File: src/verilog/asfd_consts.vh
// asfd_consts.vh: register offsets, field layouts, reset values and timing for the
// serial frame delimiter; assumes inclusion by bare name from the design files.
`ifndef ASFD_CONSTS_VH
`define ASFD_CONSTS_VH

// ------------------------------------------------------------
// register byte offsets
// ------------------------------------------------------------
`define ASFD_OFS_CTRL      8'h00
`define ASFD_OFS_DELIM     8'h04
`define ASFD_OFS_RXLEN     8'h08
`define ASFD_OFS_RXTMO     8'h0C
`define ASFD_OFS_STATUS    8'h10

// ------------------------------------------------------------
// field positions
// ------------------------------------------------------------
`define ASFD_DELIM_START_LSB   0
`define ASFD_DELIM_END1_LSB    8
`define ASFD_DELIM_END2_LSB    16
`define ASFD_CTRL_ENABLE_BIT   0
`define ASFD_ST_INFRAME_BIT    0
`define ASFD_ST_CFGERR_BIT     1
`define ASFD_ST_TXBUSY_BIT     2

// ------------------------------------------------------------
// reset values
// ------------------------------------------------------------
`define ASFD_RST_CTRL      32'h0000_0001
`define ASFD_RST_DELIM     32'h0000_0000
`define ASFD_RST_RXLEN     16'h0000
`define ASFD_RST_RXTMO     16'h0000

// ------------------------------------------------------------
// timing: one millisecond expressed in clock cycles
// ------------------------------------------------------------
`define ASFD_CLK_HZ        25000000
`define ASFD_MS_PER_S      1000
`define ASFD_CYC_PER_MS    (`ASFD_CLK_HZ / `ASFD_MS_PER_S)

// ------------------------------------------------------------
// end-of-frame cause codes
// ------------------------------------------------------------
`define ASFD_EOF_NONE      2'h0
`define ASFD_EOF_CHAR      2'h1
`define ASFD_EOF_COUNT     2'h2
`define ASFD_EOF_SILENCE   2'h3

`endif

File: src/verilog/asfd_top.v
// asfd_top.v: ascii serial frame delimiter, framing tx and delimiting rx characters.
// assumes a character-level serial port outside (8-bit valid/ready tx stream, valid-only rx stream) and
// software on an axi4-lite bus; one clock, asynchronous active-low reset.
//
// Overview of operation
// - a nonzero start character marks the start of a received frame, zero disables it.
// - a nonzero start character is sent ahead of each transmitted payload.
// - a nonzero first end character closes the received frame when it arrives.
// - a nonzero second end character also closes the received frame when it arrives.
// - nonzero end characters are appended after the payload, first before second.
// - a nonzero length closes the received frame after that many characters.
// - a nonzero timeout closes the received frame after that many silent milliseconds.
// - length and timeout termination are never applied together.
// - with several terminations enabled the first to come true ends the frame.
//
// Added by the designer: the register offsets and register access over AXI4-Lite.
`include "asfd_consts.vh"
`timescale 1ns/1ps
`default_nettype none

module asfd_top #(
    parameter integer CYC_PER_MS = `ASFD_CYC_PER_MS
) (
    input  wire        i_clk,
    input  wire        i_rst_b,
    // axi4-lite slave
    input  wire [7:0]  i_awaddr,
    input  wire        i_awvalid,
    output wire        o_awready,
    input  wire [31:0] i_wdata,
    input  wire [3:0]  i_wstrb,
    input  wire        i_wvalid,
    output wire        o_wready,
    output reg  [1:0]  o_bresp,
    output reg         o_bvalid,
    input  wire        i_bready,
    input  wire [7:0]  i_araddr,
    input  wire        i_arvalid,
    output wire        o_arready,
    output reg  [31:0] o_rdata,
    output reg  [1:0]  o_rresp,
    output reg         o_rvalid,
    input  wire        i_rready,
    // application transmit payload
    input  wire [7:0]  i_txp_data,
    input  wire        i_txp_last,
    input  wire        i_txp_valid,
    output wire        o_txp_ready,
    // characters to the serial line
    output reg  [7:0]  o_ser_tx_data,
    output wire        o_ser_tx_valid,
    input  wire        i_ser_tx_ready,
    // characters from the serial line
    input  wire [7:0]  i_ser_rx_data,
    input  wire        i_ser_rx_valid,
    // delimited frame to the application
    output reg  [7:0]  o_rxf_data,
    output reg         o_rxf_valid,
    output reg         o_rxf_last,
    output reg  [1:0]  o_rxf_cause,
    output reg         o_rxf_eof_pulse
);

    // ------------------------------------------------------------
    // registers
    // ------------------------------------------------------------
    reg  [31:0] ctrl_q;
    reg  [31:0] delim_q;
    reg  [15:0] rxlen_q;
    reg  [15:0] rxtmo_q;
    reg         cfg_err_q;

    wire [7:0]  start_ch = delim_q[`ASFD_DELIM_START_LSB +: 8];
    wire [7:0]  end1_ch  = delim_q[`ASFD_DELIM_END1_LSB +: 8];
    wire [7:0]  end2_ch  = delim_q[`ASFD_DELIM_END2_LSB +: 8];
    wire        enable   = ctrl_q[`ASFD_CTRL_ENABLE_BIT];

    // ------------------------------------------------------------
    // axi4-lite write channel
    // ------------------------------------------------------------
    reg         aw_have_q;
    reg         w_have_q;
    reg  [7:0]  aw_addr_q;
    reg  [31:0] w_data_q;
    reg  [3:0]  w_strb_q;

    assign o_awready = !aw_have_q && !o_bvalid;
    assign o_wready  = !w_have_q && !o_bvalid;

    wire        wr_go   = aw_have_q && w_have_q && !o_bvalid;
    wire [31:0] wmask   = {{8{w_strb_q[3]}}, {8{w_strb_q[2]}}, {8{w_strb_q[1]}},
                           {8{w_strb_q[0]}}};
    wire [31:0] rxlen_w = ({16'h0000, rxlen_q} & ~wmask) | (w_data_q & wmask);
    wire [31:0] rxtmo_w = ({16'h0000, rxtmo_q} & ~wmask) | (w_data_q & wmask);

    // capture address and data in either order, then commit and respond
    always @(posedge i_clk or negedge i_rst_b) begin
        if (!i_rst_b) begin
            aw_have_q <= 1'b0;
            w_have_q  <= 1'b0;
            aw_addr_q <= 8'h00;
            w_data_q  <= 32'h0000_0000;
            w_strb_q  <= 4'h0;
            o_bvalid  <= 1'b0;
            o_bresp   <= 2'h0;
            ctrl_q    <= `ASFD_RST_CTRL;
            delim_q   <= `ASFD_RST_DELIM;
            rxlen_q   <= `ASFD_RST_RXLEN;
            rxtmo_q   <= `ASFD_RST_RXTMO;
            cfg_err_q <= 1'b0;
        end else begin
            if (i_awvalid && o_awready) begin
                aw_have_q <= 1'b1;
                aw_addr_q <= i_awaddr;
            end
            if (i_wvalid && o_wready) begin
                w_have_q <= 1'b1;
                w_data_q <= i_wdata;
                w_strb_q <= i_wstrb;
            end
            if (o_bvalid && i_bready)
                o_bvalid <= 1'b0;
            if (wr_go) begin
                aw_have_q <= 1'b0;
                w_have_q  <= 1'b0;
                o_bvalid  <= 1'b1;
                o_bresp   <= 2'h0;
                if (aw_addr_q == `ASFD_OFS_CTRL) begin
                    ctrl_q <= (ctrl_q & ~wmask) | (w_data_q & wmask);
                end else if (aw_addr_q == `ASFD_OFS_DELIM) begin
                    delim_q <= (delim_q & ~wmask) | (w_data_q & wmask);
                end else if (aw_addr_q == `ASFD_OFS_RXLEN) begin
                    if (rxlen_w[15:0] != 16'h0000 && rxtmo_q != 16'h0000) begin
                        cfg_err_q <= 1'b1;
                        o_bresp   <= 2'h2;
                    end else begin
                        rxlen_q   <= rxlen_w[15:0];
                        cfg_err_q <= 1'b0;
                    end
                end else if (aw_addr_q == `ASFD_OFS_RXTMO) begin
                    if (rxtmo_w[15:0] != 16'h0000 && rxlen_q != 16'h0000) begin
                        cfg_err_q <= 1'b1;
                        o_bresp   <= 2'h2;
                    end else begin
                        rxtmo_q   <= rxtmo_w[15:0];
                        cfg_err_q <= 1'b0;
                    end
                end else if (aw_addr_q == `ASFD_OFS_STATUS) begin
                    o_bresp <= 2'h0; // read-only, write ignored
                end else begin
                    o_bresp <= 2'h3; // unmapped
                end
            end
        end
    end

    // ------------------------------------------------------------
    // axi4-lite read channel
    // ------------------------------------------------------------
    reg         in_frame_q;
    reg         tx_busy;

    assign o_arready = !o_rvalid;

    // decode read address into data and response
    always @(posedge i_clk or negedge i_rst_b) begin
        if (!i_rst_b) begin
            o_rvalid <= 1'b0;
            o_rdata  <= 32'h0000_0000;
            o_rresp  <= 2'h0;
        end else if (i_arvalid && o_arready) begin
            o_rvalid <= 1'b1;
            o_rresp  <= 2'h0;
            if (i_araddr == `ASFD_OFS_CTRL) begin
                o_rdata <= ctrl_q;
            end else if (i_araddr == `ASFD_OFS_DELIM) begin
                o_rdata <= delim_q;
            end else if (i_araddr == `ASFD_OFS_RXLEN) begin
                o_rdata <= {16'h0000, rxlen_q};
            end else if (i_araddr == `ASFD_OFS_RXTMO) begin
                o_rdata <= {16'h0000, rxtmo_q};
            end else if (i_araddr == `ASFD_OFS_STATUS) begin
                o_rdata <= {29'h0000_0000, tx_busy, cfg_err_q, in_frame_q};
            end else begin
                o_rdata <= 32'h0000_0000;
                o_rresp <= 2'h3;
            end
        end else if (o_rvalid && i_rready) begin
            o_rvalid <= 1'b0;
        end
    end

    // ------------------------------------------------------------
    // transmit framer
    // ------------------------------------------------------------
    localparam [4:0] TX_IDLE = 5'h01;
    localparam [4:0] TX_SOF  = 5'h02;
    localparam [4:0] TX_PAY  = 5'h04;
    localparam [4:0] TX_END1 = 5'h08;
    localparam [4:0] TX_END2 = 5'h10;

    reg  [4:0]  tx_st_q;
    reg  [4:0]  tx_st_d;

    always @* tx_busy = (tx_st_q != TX_IDLE);

    // character offered to the line in each state
    always @* begin
        case (tx_st_q)
            TX_SOF:  o_ser_tx_data = start_ch;
            TX_PAY:  o_ser_tx_data = i_txp_data;
            TX_END1: o_ser_tx_data = end1_ch;
            TX_END2: o_ser_tx_data = end2_ch;
            default: o_ser_tx_data = 8'h00;
        endcase
    end

    assign o_ser_tx_valid = (tx_st_q == TX_PAY) ? i_txp_valid : (tx_st_q != TX_IDLE);
    assign o_txp_ready    = (tx_st_q == TX_PAY) && i_ser_tx_ready;

    wire tx_take = o_ser_tx_valid && i_ser_tx_ready;

    // sequence start, payload, end characters, skipping zero delimiters
    always @* begin
        tx_st_d = tx_st_q;
        case (tx_st_q)
            TX_IDLE: begin
                if (enable && i_txp_valid)
                    tx_st_d = (start_ch != 8'h00) ? TX_SOF : TX_PAY;
            end
            TX_SOF: begin
                if (tx_take)
                    tx_st_d = TX_PAY;
            end
            TX_PAY: begin
                if (tx_take && i_txp_last)
                    tx_st_d = (end1_ch != 8'h00) ? TX_END1 :
                              (end2_ch != 8'h00) ? TX_END2 : TX_IDLE;
            end
            TX_END1: begin
                if (tx_take)
                    tx_st_d = (end2_ch != 8'h00) ? TX_END2 : TX_IDLE;
            end
            TX_END2: begin
                if (tx_take)
                    tx_st_d = TX_IDLE;
            end
            default: tx_st_d = TX_IDLE;
        endcase
    end

    // transmit state register
    always @(posedge i_clk or negedge i_rst_b) begin
        if (!i_rst_b)
            tx_st_q <= TX_IDLE;
        else
            tx_st_q <= tx_st_d;
    end

    // ------------------------------------------------------------
    // receive delimiter
    // ------------------------------------------------------------
    reg  [15:0] rx_cnt_q;
    reg  [15:0] ms_cnt_q;
    wire        ms_tick;

    wire rx_ch      = enable && i_ser_rx_valid;
    wire is_start   = (start_ch != 8'h00) && (i_ser_rx_data == start_ch);
    wire is_end     = ((end1_ch != 8'h00) && (i_ser_rx_data == end1_ch)) ||
                      ((end2_ch != 8'h00) && (i_ser_rx_data == end2_ch));
    wire open_now   = rx_ch && !in_frame_q && ((start_ch == 8'h00) || is_start);
    wire active_ch  = rx_ch && (in_frame_q || open_now);
    wire [15:0] cnt_next = open_now ? 16'h0001 : rx_cnt_q + 16'h0001;
    wire hit_count  = active_ch && (rxlen_q != 16'h0000) && (cnt_next == rxlen_q);
    wire hit_char   = active_ch && is_end;
    wire hit_silent = in_frame_q && !rx_ch && (rxtmo_q != 16'h0000) && ms_tick &&
                      (ms_cnt_q + 16'h0001 >= rxtmo_q);

    asfd_ms_tick #(
        .CYC_PER_MS (CYC_PER_MS)
    ) u_ms (
        .i_clk   (i_clk),
        .i_rst_b (i_rst_b),
        .i_clear (rx_ch || !in_frame_q),
        .o_tick  (ms_tick)
    );

    // frame tracking and delivery; first condition wins
    always @(posedge i_clk or negedge i_rst_b) begin
        if (!i_rst_b) begin
            in_frame_q      <= 1'b0;
            rx_cnt_q        <= 16'h0000;
            ms_cnt_q        <= 16'h0000;
            o_rxf_data      <= 8'h00;
            o_rxf_valid     <= 1'b0;
            o_rxf_last      <= 1'b0;
            o_rxf_cause     <= `ASFD_EOF_NONE;
            o_rxf_eof_pulse <= 1'b0;
        end else begin
            o_rxf_valid     <= active_ch;
            o_rxf_last      <= hit_char || hit_count;
            o_rxf_eof_pulse <= hit_char || hit_count || hit_silent;
            if (active_ch)
                o_rxf_data <= i_ser_rx_data;
            if (hit_char)
                o_rxf_cause <= `ASFD_EOF_CHAR;
            else if (hit_count)
                o_rxf_cause <= `ASFD_EOF_COUNT;
            else if (hit_silent)
                o_rxf_cause <= `ASFD_EOF_SILENCE;
            if (rx_ch || !in_frame_q)
                ms_cnt_q <= 16'h0000;
            else if (ms_tick)
                ms_cnt_q <= ms_cnt_q + 16'h0001;
            if (hit_char || hit_count || hit_silent) begin
                in_frame_q <= 1'b0;
                rx_cnt_q   <= 16'h0000;
            end else if (active_ch) begin
                in_frame_q <= 1'b1;
                rx_cnt_q   <= cnt_next;
            end
        end
    end

endmodule
`default_nettype wire

File: src/verilog/asfd_ms_tick.v
// asfd_ms_tick.v: divider giving a one-cycle pulse once per millisecond.
// assumes a single free-running clock at the rate named in the constants header.
`include "asfd_consts.vh"
`timescale 1ns/1ps
`default_nettype none

module asfd_ms_tick #(
    parameter integer CYC_PER_MS = `ASFD_CYC_PER_MS
) (
    input  wire i_clk,
    input  wire i_rst_b,
    input  wire i_clear,
    output reg  o_tick
);

    reg  [31:0] cnt_q;

    // count clock cycles, pulse at the last, restart on clear
    always @(posedge i_clk or negedge i_rst_b) begin
        if (!i_rst_b) begin
            cnt_q  <= 32'h0000_0000;
            o_tick <= 1'b0;
        end else if (i_clear) begin
            cnt_q  <= 32'h0000_0000;
            o_tick <= 1'b0;
        end else if (cnt_q == CYC_PER_MS - 1) begin
            cnt_q  <= 32'h0000_0000;
            o_tick <= 1'b1;
        end else begin
            cnt_q  <= cnt_q + 32'h0000_0001;
            o_tick <= 1'b0;
        end
    end

endmodule
`default_nettype wire

File: config.mk
export PLATFORM = sky130hd
export DESIGN_NAME = asfd_top
export DESIGN_NICKNAME = d
export VERILOG_FILES = /design/src/verilog/asfd_top.v /design/src/verilog/asfd_ms_tick.v
export VERILOG_INCLUDE_DIRS = /design/src /design/src/verilog
export SDC_FILE = /design/constraint.sdc
export NUM_CORES = 1
export LEC_CHECK = 0
export ABC_AREA = 1
export BUFFER_PORTS_ARGS = -buffer_cell sky130_fd_sc_hd__buf_4
export CAP_MARGIN = 0
export CORE_ASPECT_RATIO = 1.75
export CORE_UTILIZATION = 47
export CTS_CLUSTER_DIAMETER = 80
export DETAILED_ROUTE_END_ITERATION = 12
export PLACE_DENSITY = 0.66
export SLEW_MARGIN = 20
export SYNTH_ARGS = -nofsm -noshare
export SYNTH_HDL_FRONTEND = slang
export SYNTH_HIERARCHICAL = 1
export SYNTH_SLANG_ARGS = --single-unit
File: constraint.sdc
create_clock -name i_clk -period 8.8 [get_ports i_clk]
set_input_delay 0.88 -clock i_clk [delete_from_list [all_inputs] [get_ports i_clk]]
set_output_delay 0.88 -clock i_clk [all_outputs]
set_load 0.01 [all_outputs]
==> flow_summary.yaml <==
clock_tree:
  ctsHoldBuffers: 0
  cts_resized: 0
  clock_latency_ns: 0.56
  clockBufferDepth: 3
  cts_tree: "yes"
  clkTransAtPathRegs_ns: 0.07
  numClockSinks: 264
  ctsHtreeMaxLevel: 1
  cts_buffers: 26
  post_cts.repair.setup_buffers: 0
  cts_root_buffer: "clkbuf_16"
placement:
  dp_hpwl_um: 29900
  place_congestion: 0.933
  placed_cell_area_mm2: 0.0153
  port_buffers: 142
  placed_cells: 2275
synthesis:
  synth_ff_type: "dfrtp_1"
  syn-num-nets: 1893
  synth.yosys.warnings: 6
  yosysTopAreaCell: "dfrtp_1"
  syn_avg_cell_area_um2: 7.75
  syn_inst: 1795
  synth.area.top_cells: "dfrtp_1 47%, nand2_1 12%, nor2_1 5.9%"
  ys_ff_latch: 264
  yosysSeqAreaShare_pct: 47.5
  async_flop_share_pct: 100
  synth-edff-count: 0
  synth_area_mm2: 0.0139
  synth_top_area_share_pct: 47.1
  ys_types: 49
grt:
  grt_pass1_vias: 12300
  globalRouteTotalUtil_pct: 27.0
  antenna_found_initial: 0
  gr-total-overflow: 0
  grt_max_degree: 102
  grt_pass1_wl_um: 64100
worst_setup_path:
  critical_path_class: "flip-flop to flip-flop"
  crit_arrival_ns: 3.88
  critPathCaptureType: "flip-flop"
  cp-start-kind: "flip-flop"
  worstPathMaxFanout: 18
  crit_required_ns: 9.24
run_status:
  status: "finished clean"
floorplanning:
  io_pins: 143
  initial_core_util_pct: 47.7
  die_height_um: 230
  die_x_um: 132
  die_area_mm2: 0.0303
  core_area_mm2: 0.0292
  rows: 83
cells_and_area:
  final.fill_count: 2776
  nets: 2019
  layout_commonest_cell: "nand2_1"
  areaGrowthSynthToFinish_pct: 16.3
  final_core_utilization_pct: 55.4
  final_cell_mix: "455 x nand2_1, 262 x dfrtp_1, 219 x nor2_1"
  n_antenna_cell: 0
  layout-drive-gt1-share_pct: 13.8
  finalNonFillerCells: 2323
  design_area_mm2: 0.0162
power:
  leakagePower_nw: 7.84
  power.density_mw_per_mm2: 247
  peakVddDrop_mv: 0.192
drt:
  num_vias: 12400
  drc: 0
  viasPerCell: 5.33
  postRouteAntennaNets: 0
  detail_route.iter0.violations: 663
  wl_um: 39800
  firstDrtPassIters: 5
  routedWlPerCell_um: 17.1
sta:
  fin_crit_ns: 3.44
  drv_slew: 0
  hold_violations: 0
  grt_setup_unrepaired: "false"
  slew_headroom_pct: 32.7
  tightest_slew_ns: 1.01
  max_clock_freq_mhz: 291
  setup_violations: 0
  fin_crit_sh_pct: 39.1
  hold_ws_ns: 0.347
  finClkSkew_ns: 0.0211
  tns_ns: 0
job:
  maxCapViolCount: 0
min_path:
  hold_class: "input pin to asynchronous set/reset pin"
worst paths after layout:
| kind | from | endpoint | slack [ns] | depth (start not counted) |
|---|---|---|---|---|
| max | ms_cnt_q[2]$_DFFE_PN0P_ | rx_cnt_q[1]$_DFFE_PN0P_ | 5.36 | 21 |
| min | i_rst_b | rx_cnt_q[0]$_DFFE_PN0P_ | 0.35 | 1 |
| max in group asynchronous | i_rst_b | ms_cnt_q[5]$_DFFE_PN0P_ | 6.85 | 2 |
| min in group i_clk | o_rdata[15]$_DFFE_PN0P_ | o_rdata[15]$_DFFE_PN0P_ | 0.48 | 2 |
| min reg2reg | o_rdata[15]$_DFFE_PN0P_ | o_rdata[15]$_DFFE_PN0P_ | 0.48 | 2 |
| max reg2reg | ms_cnt_q[2]$_DFFE_PN0P_ | rx_cnt_q[1]$_DFFE_PN0P_ | 5.36 | 21 |
critical path, cell delays in order (launching register included):
cell and delay [ns]:
dfrtp_1 0.38, inv_1 0.08, nor3_2 0.27, nand3_1 0.15, nor2_1 0.15, nand2_1 0.09
nor3_1 0.19, nand3_1 0.12, nor2_1 0.17, nand3_1 0.12, xor2_1 0.19, inv_1 0.07
ha_1 0.29, nand2_1 0.07, inv_1 0.05, nand3_1 0.09, nor3_1 0.19, nand3_1 0.10
nand3_1 0.09, nand2_1 0.11, nand3_4 0.28, nor2_1 0.07
per-layer routing:
metal  vias to the layer above  wire (um)  GRT usage (%)
met5                         -          0              0
met2                       384      20300           48.5
met4                         0       2320           15.8
met1                      5807      15200           30.4
met3                       113       2070           3.59
li1                       6066          -              -
synth_stat cells, types with 2 or more instances:
| library cell | count |
|---|---|
| buf_6 | 3 |
| a31oi_1 | 19 |
| inv_2 | 5 |
| o211ai_1 | 2 |
| nand3_1 | 74 |
| buf_1 | 5 |
| nand2_1 | 456 |
| o31ai_2 | 2 |
| dfstp_2 | 2 |
| dfrtp_1 | 262 |
| buf_4 | 3 |
| o21a_1 | 5 |
| nand2_2 | 9 |
| o22ai_1 | 26 |
| nor4_1 | 12 |
| xnor2_1 | 11 |
| nor2_1 | 219 |
| nor2_4 | 7 |
| nor3_1 | 20 |
| o21ai_1 | 7 |
| mux2_2 | 8 |
| nor2_2 | 19 |
| inv_1 | 215 |
| o21bai_1 | 4 |
| nand4_1 | 27 |
| clkbuf_1 | 42 |
| nand2_4 | 4 |
| a221oi_1 | 13 |
| nand3_2 | 2 |
| buf_2 | 2 |
| xor2_1 | 38 |
| o2111ai_1 | 6 |
| o21ai_0 | 138 |
| a21oi_1 | 95 |
| ha_1 | 19 |
through the flow:
stage	total power, mW	setup WS, ns
3_5_place_dp	2.87	5.16
2_1_floorplan	2.41	5.77
5_1_grt	4.25	4.95
3_3_place_gp	2.84	5.24
4_1_cts	4.02	5.36
6_report	4.00	5.36
kinds of logic after synthesis:
family / synth area share, %
compound gates: 12.7
xor+xnor: 3.08
fa+ha+maj: 1.71
buf+inv: 7.85
flops: 47.5
mux: 0.647
simple gates: 26.5
power breakdown:
part           total (mW)  leakage (nW)  internal, mW  switching, mW
registers            1.69          3.45          1.47          0.227
logic                1.16          3.96         0.414          0.747
clock network        1.14         0.425         0.636          0.508
total                4.00          7.84          2.52           1.48
final cells by class:
class | count | area (um2) | share of cell area (%)
flip-flops and latches | 264 | 6610 | 40.9
multi-input cells | 1254 | 6230 | 38.5
repair buffers | 154 | 1170 | 7.22
inverters | 221 | 830 | 5.13
clock buffers | 33 | 707 | 4.37
well taps | 382 | 478 | 2.95
clock inverters | 15 | 160 | 0.990
(Power assumes the default switching activity.)
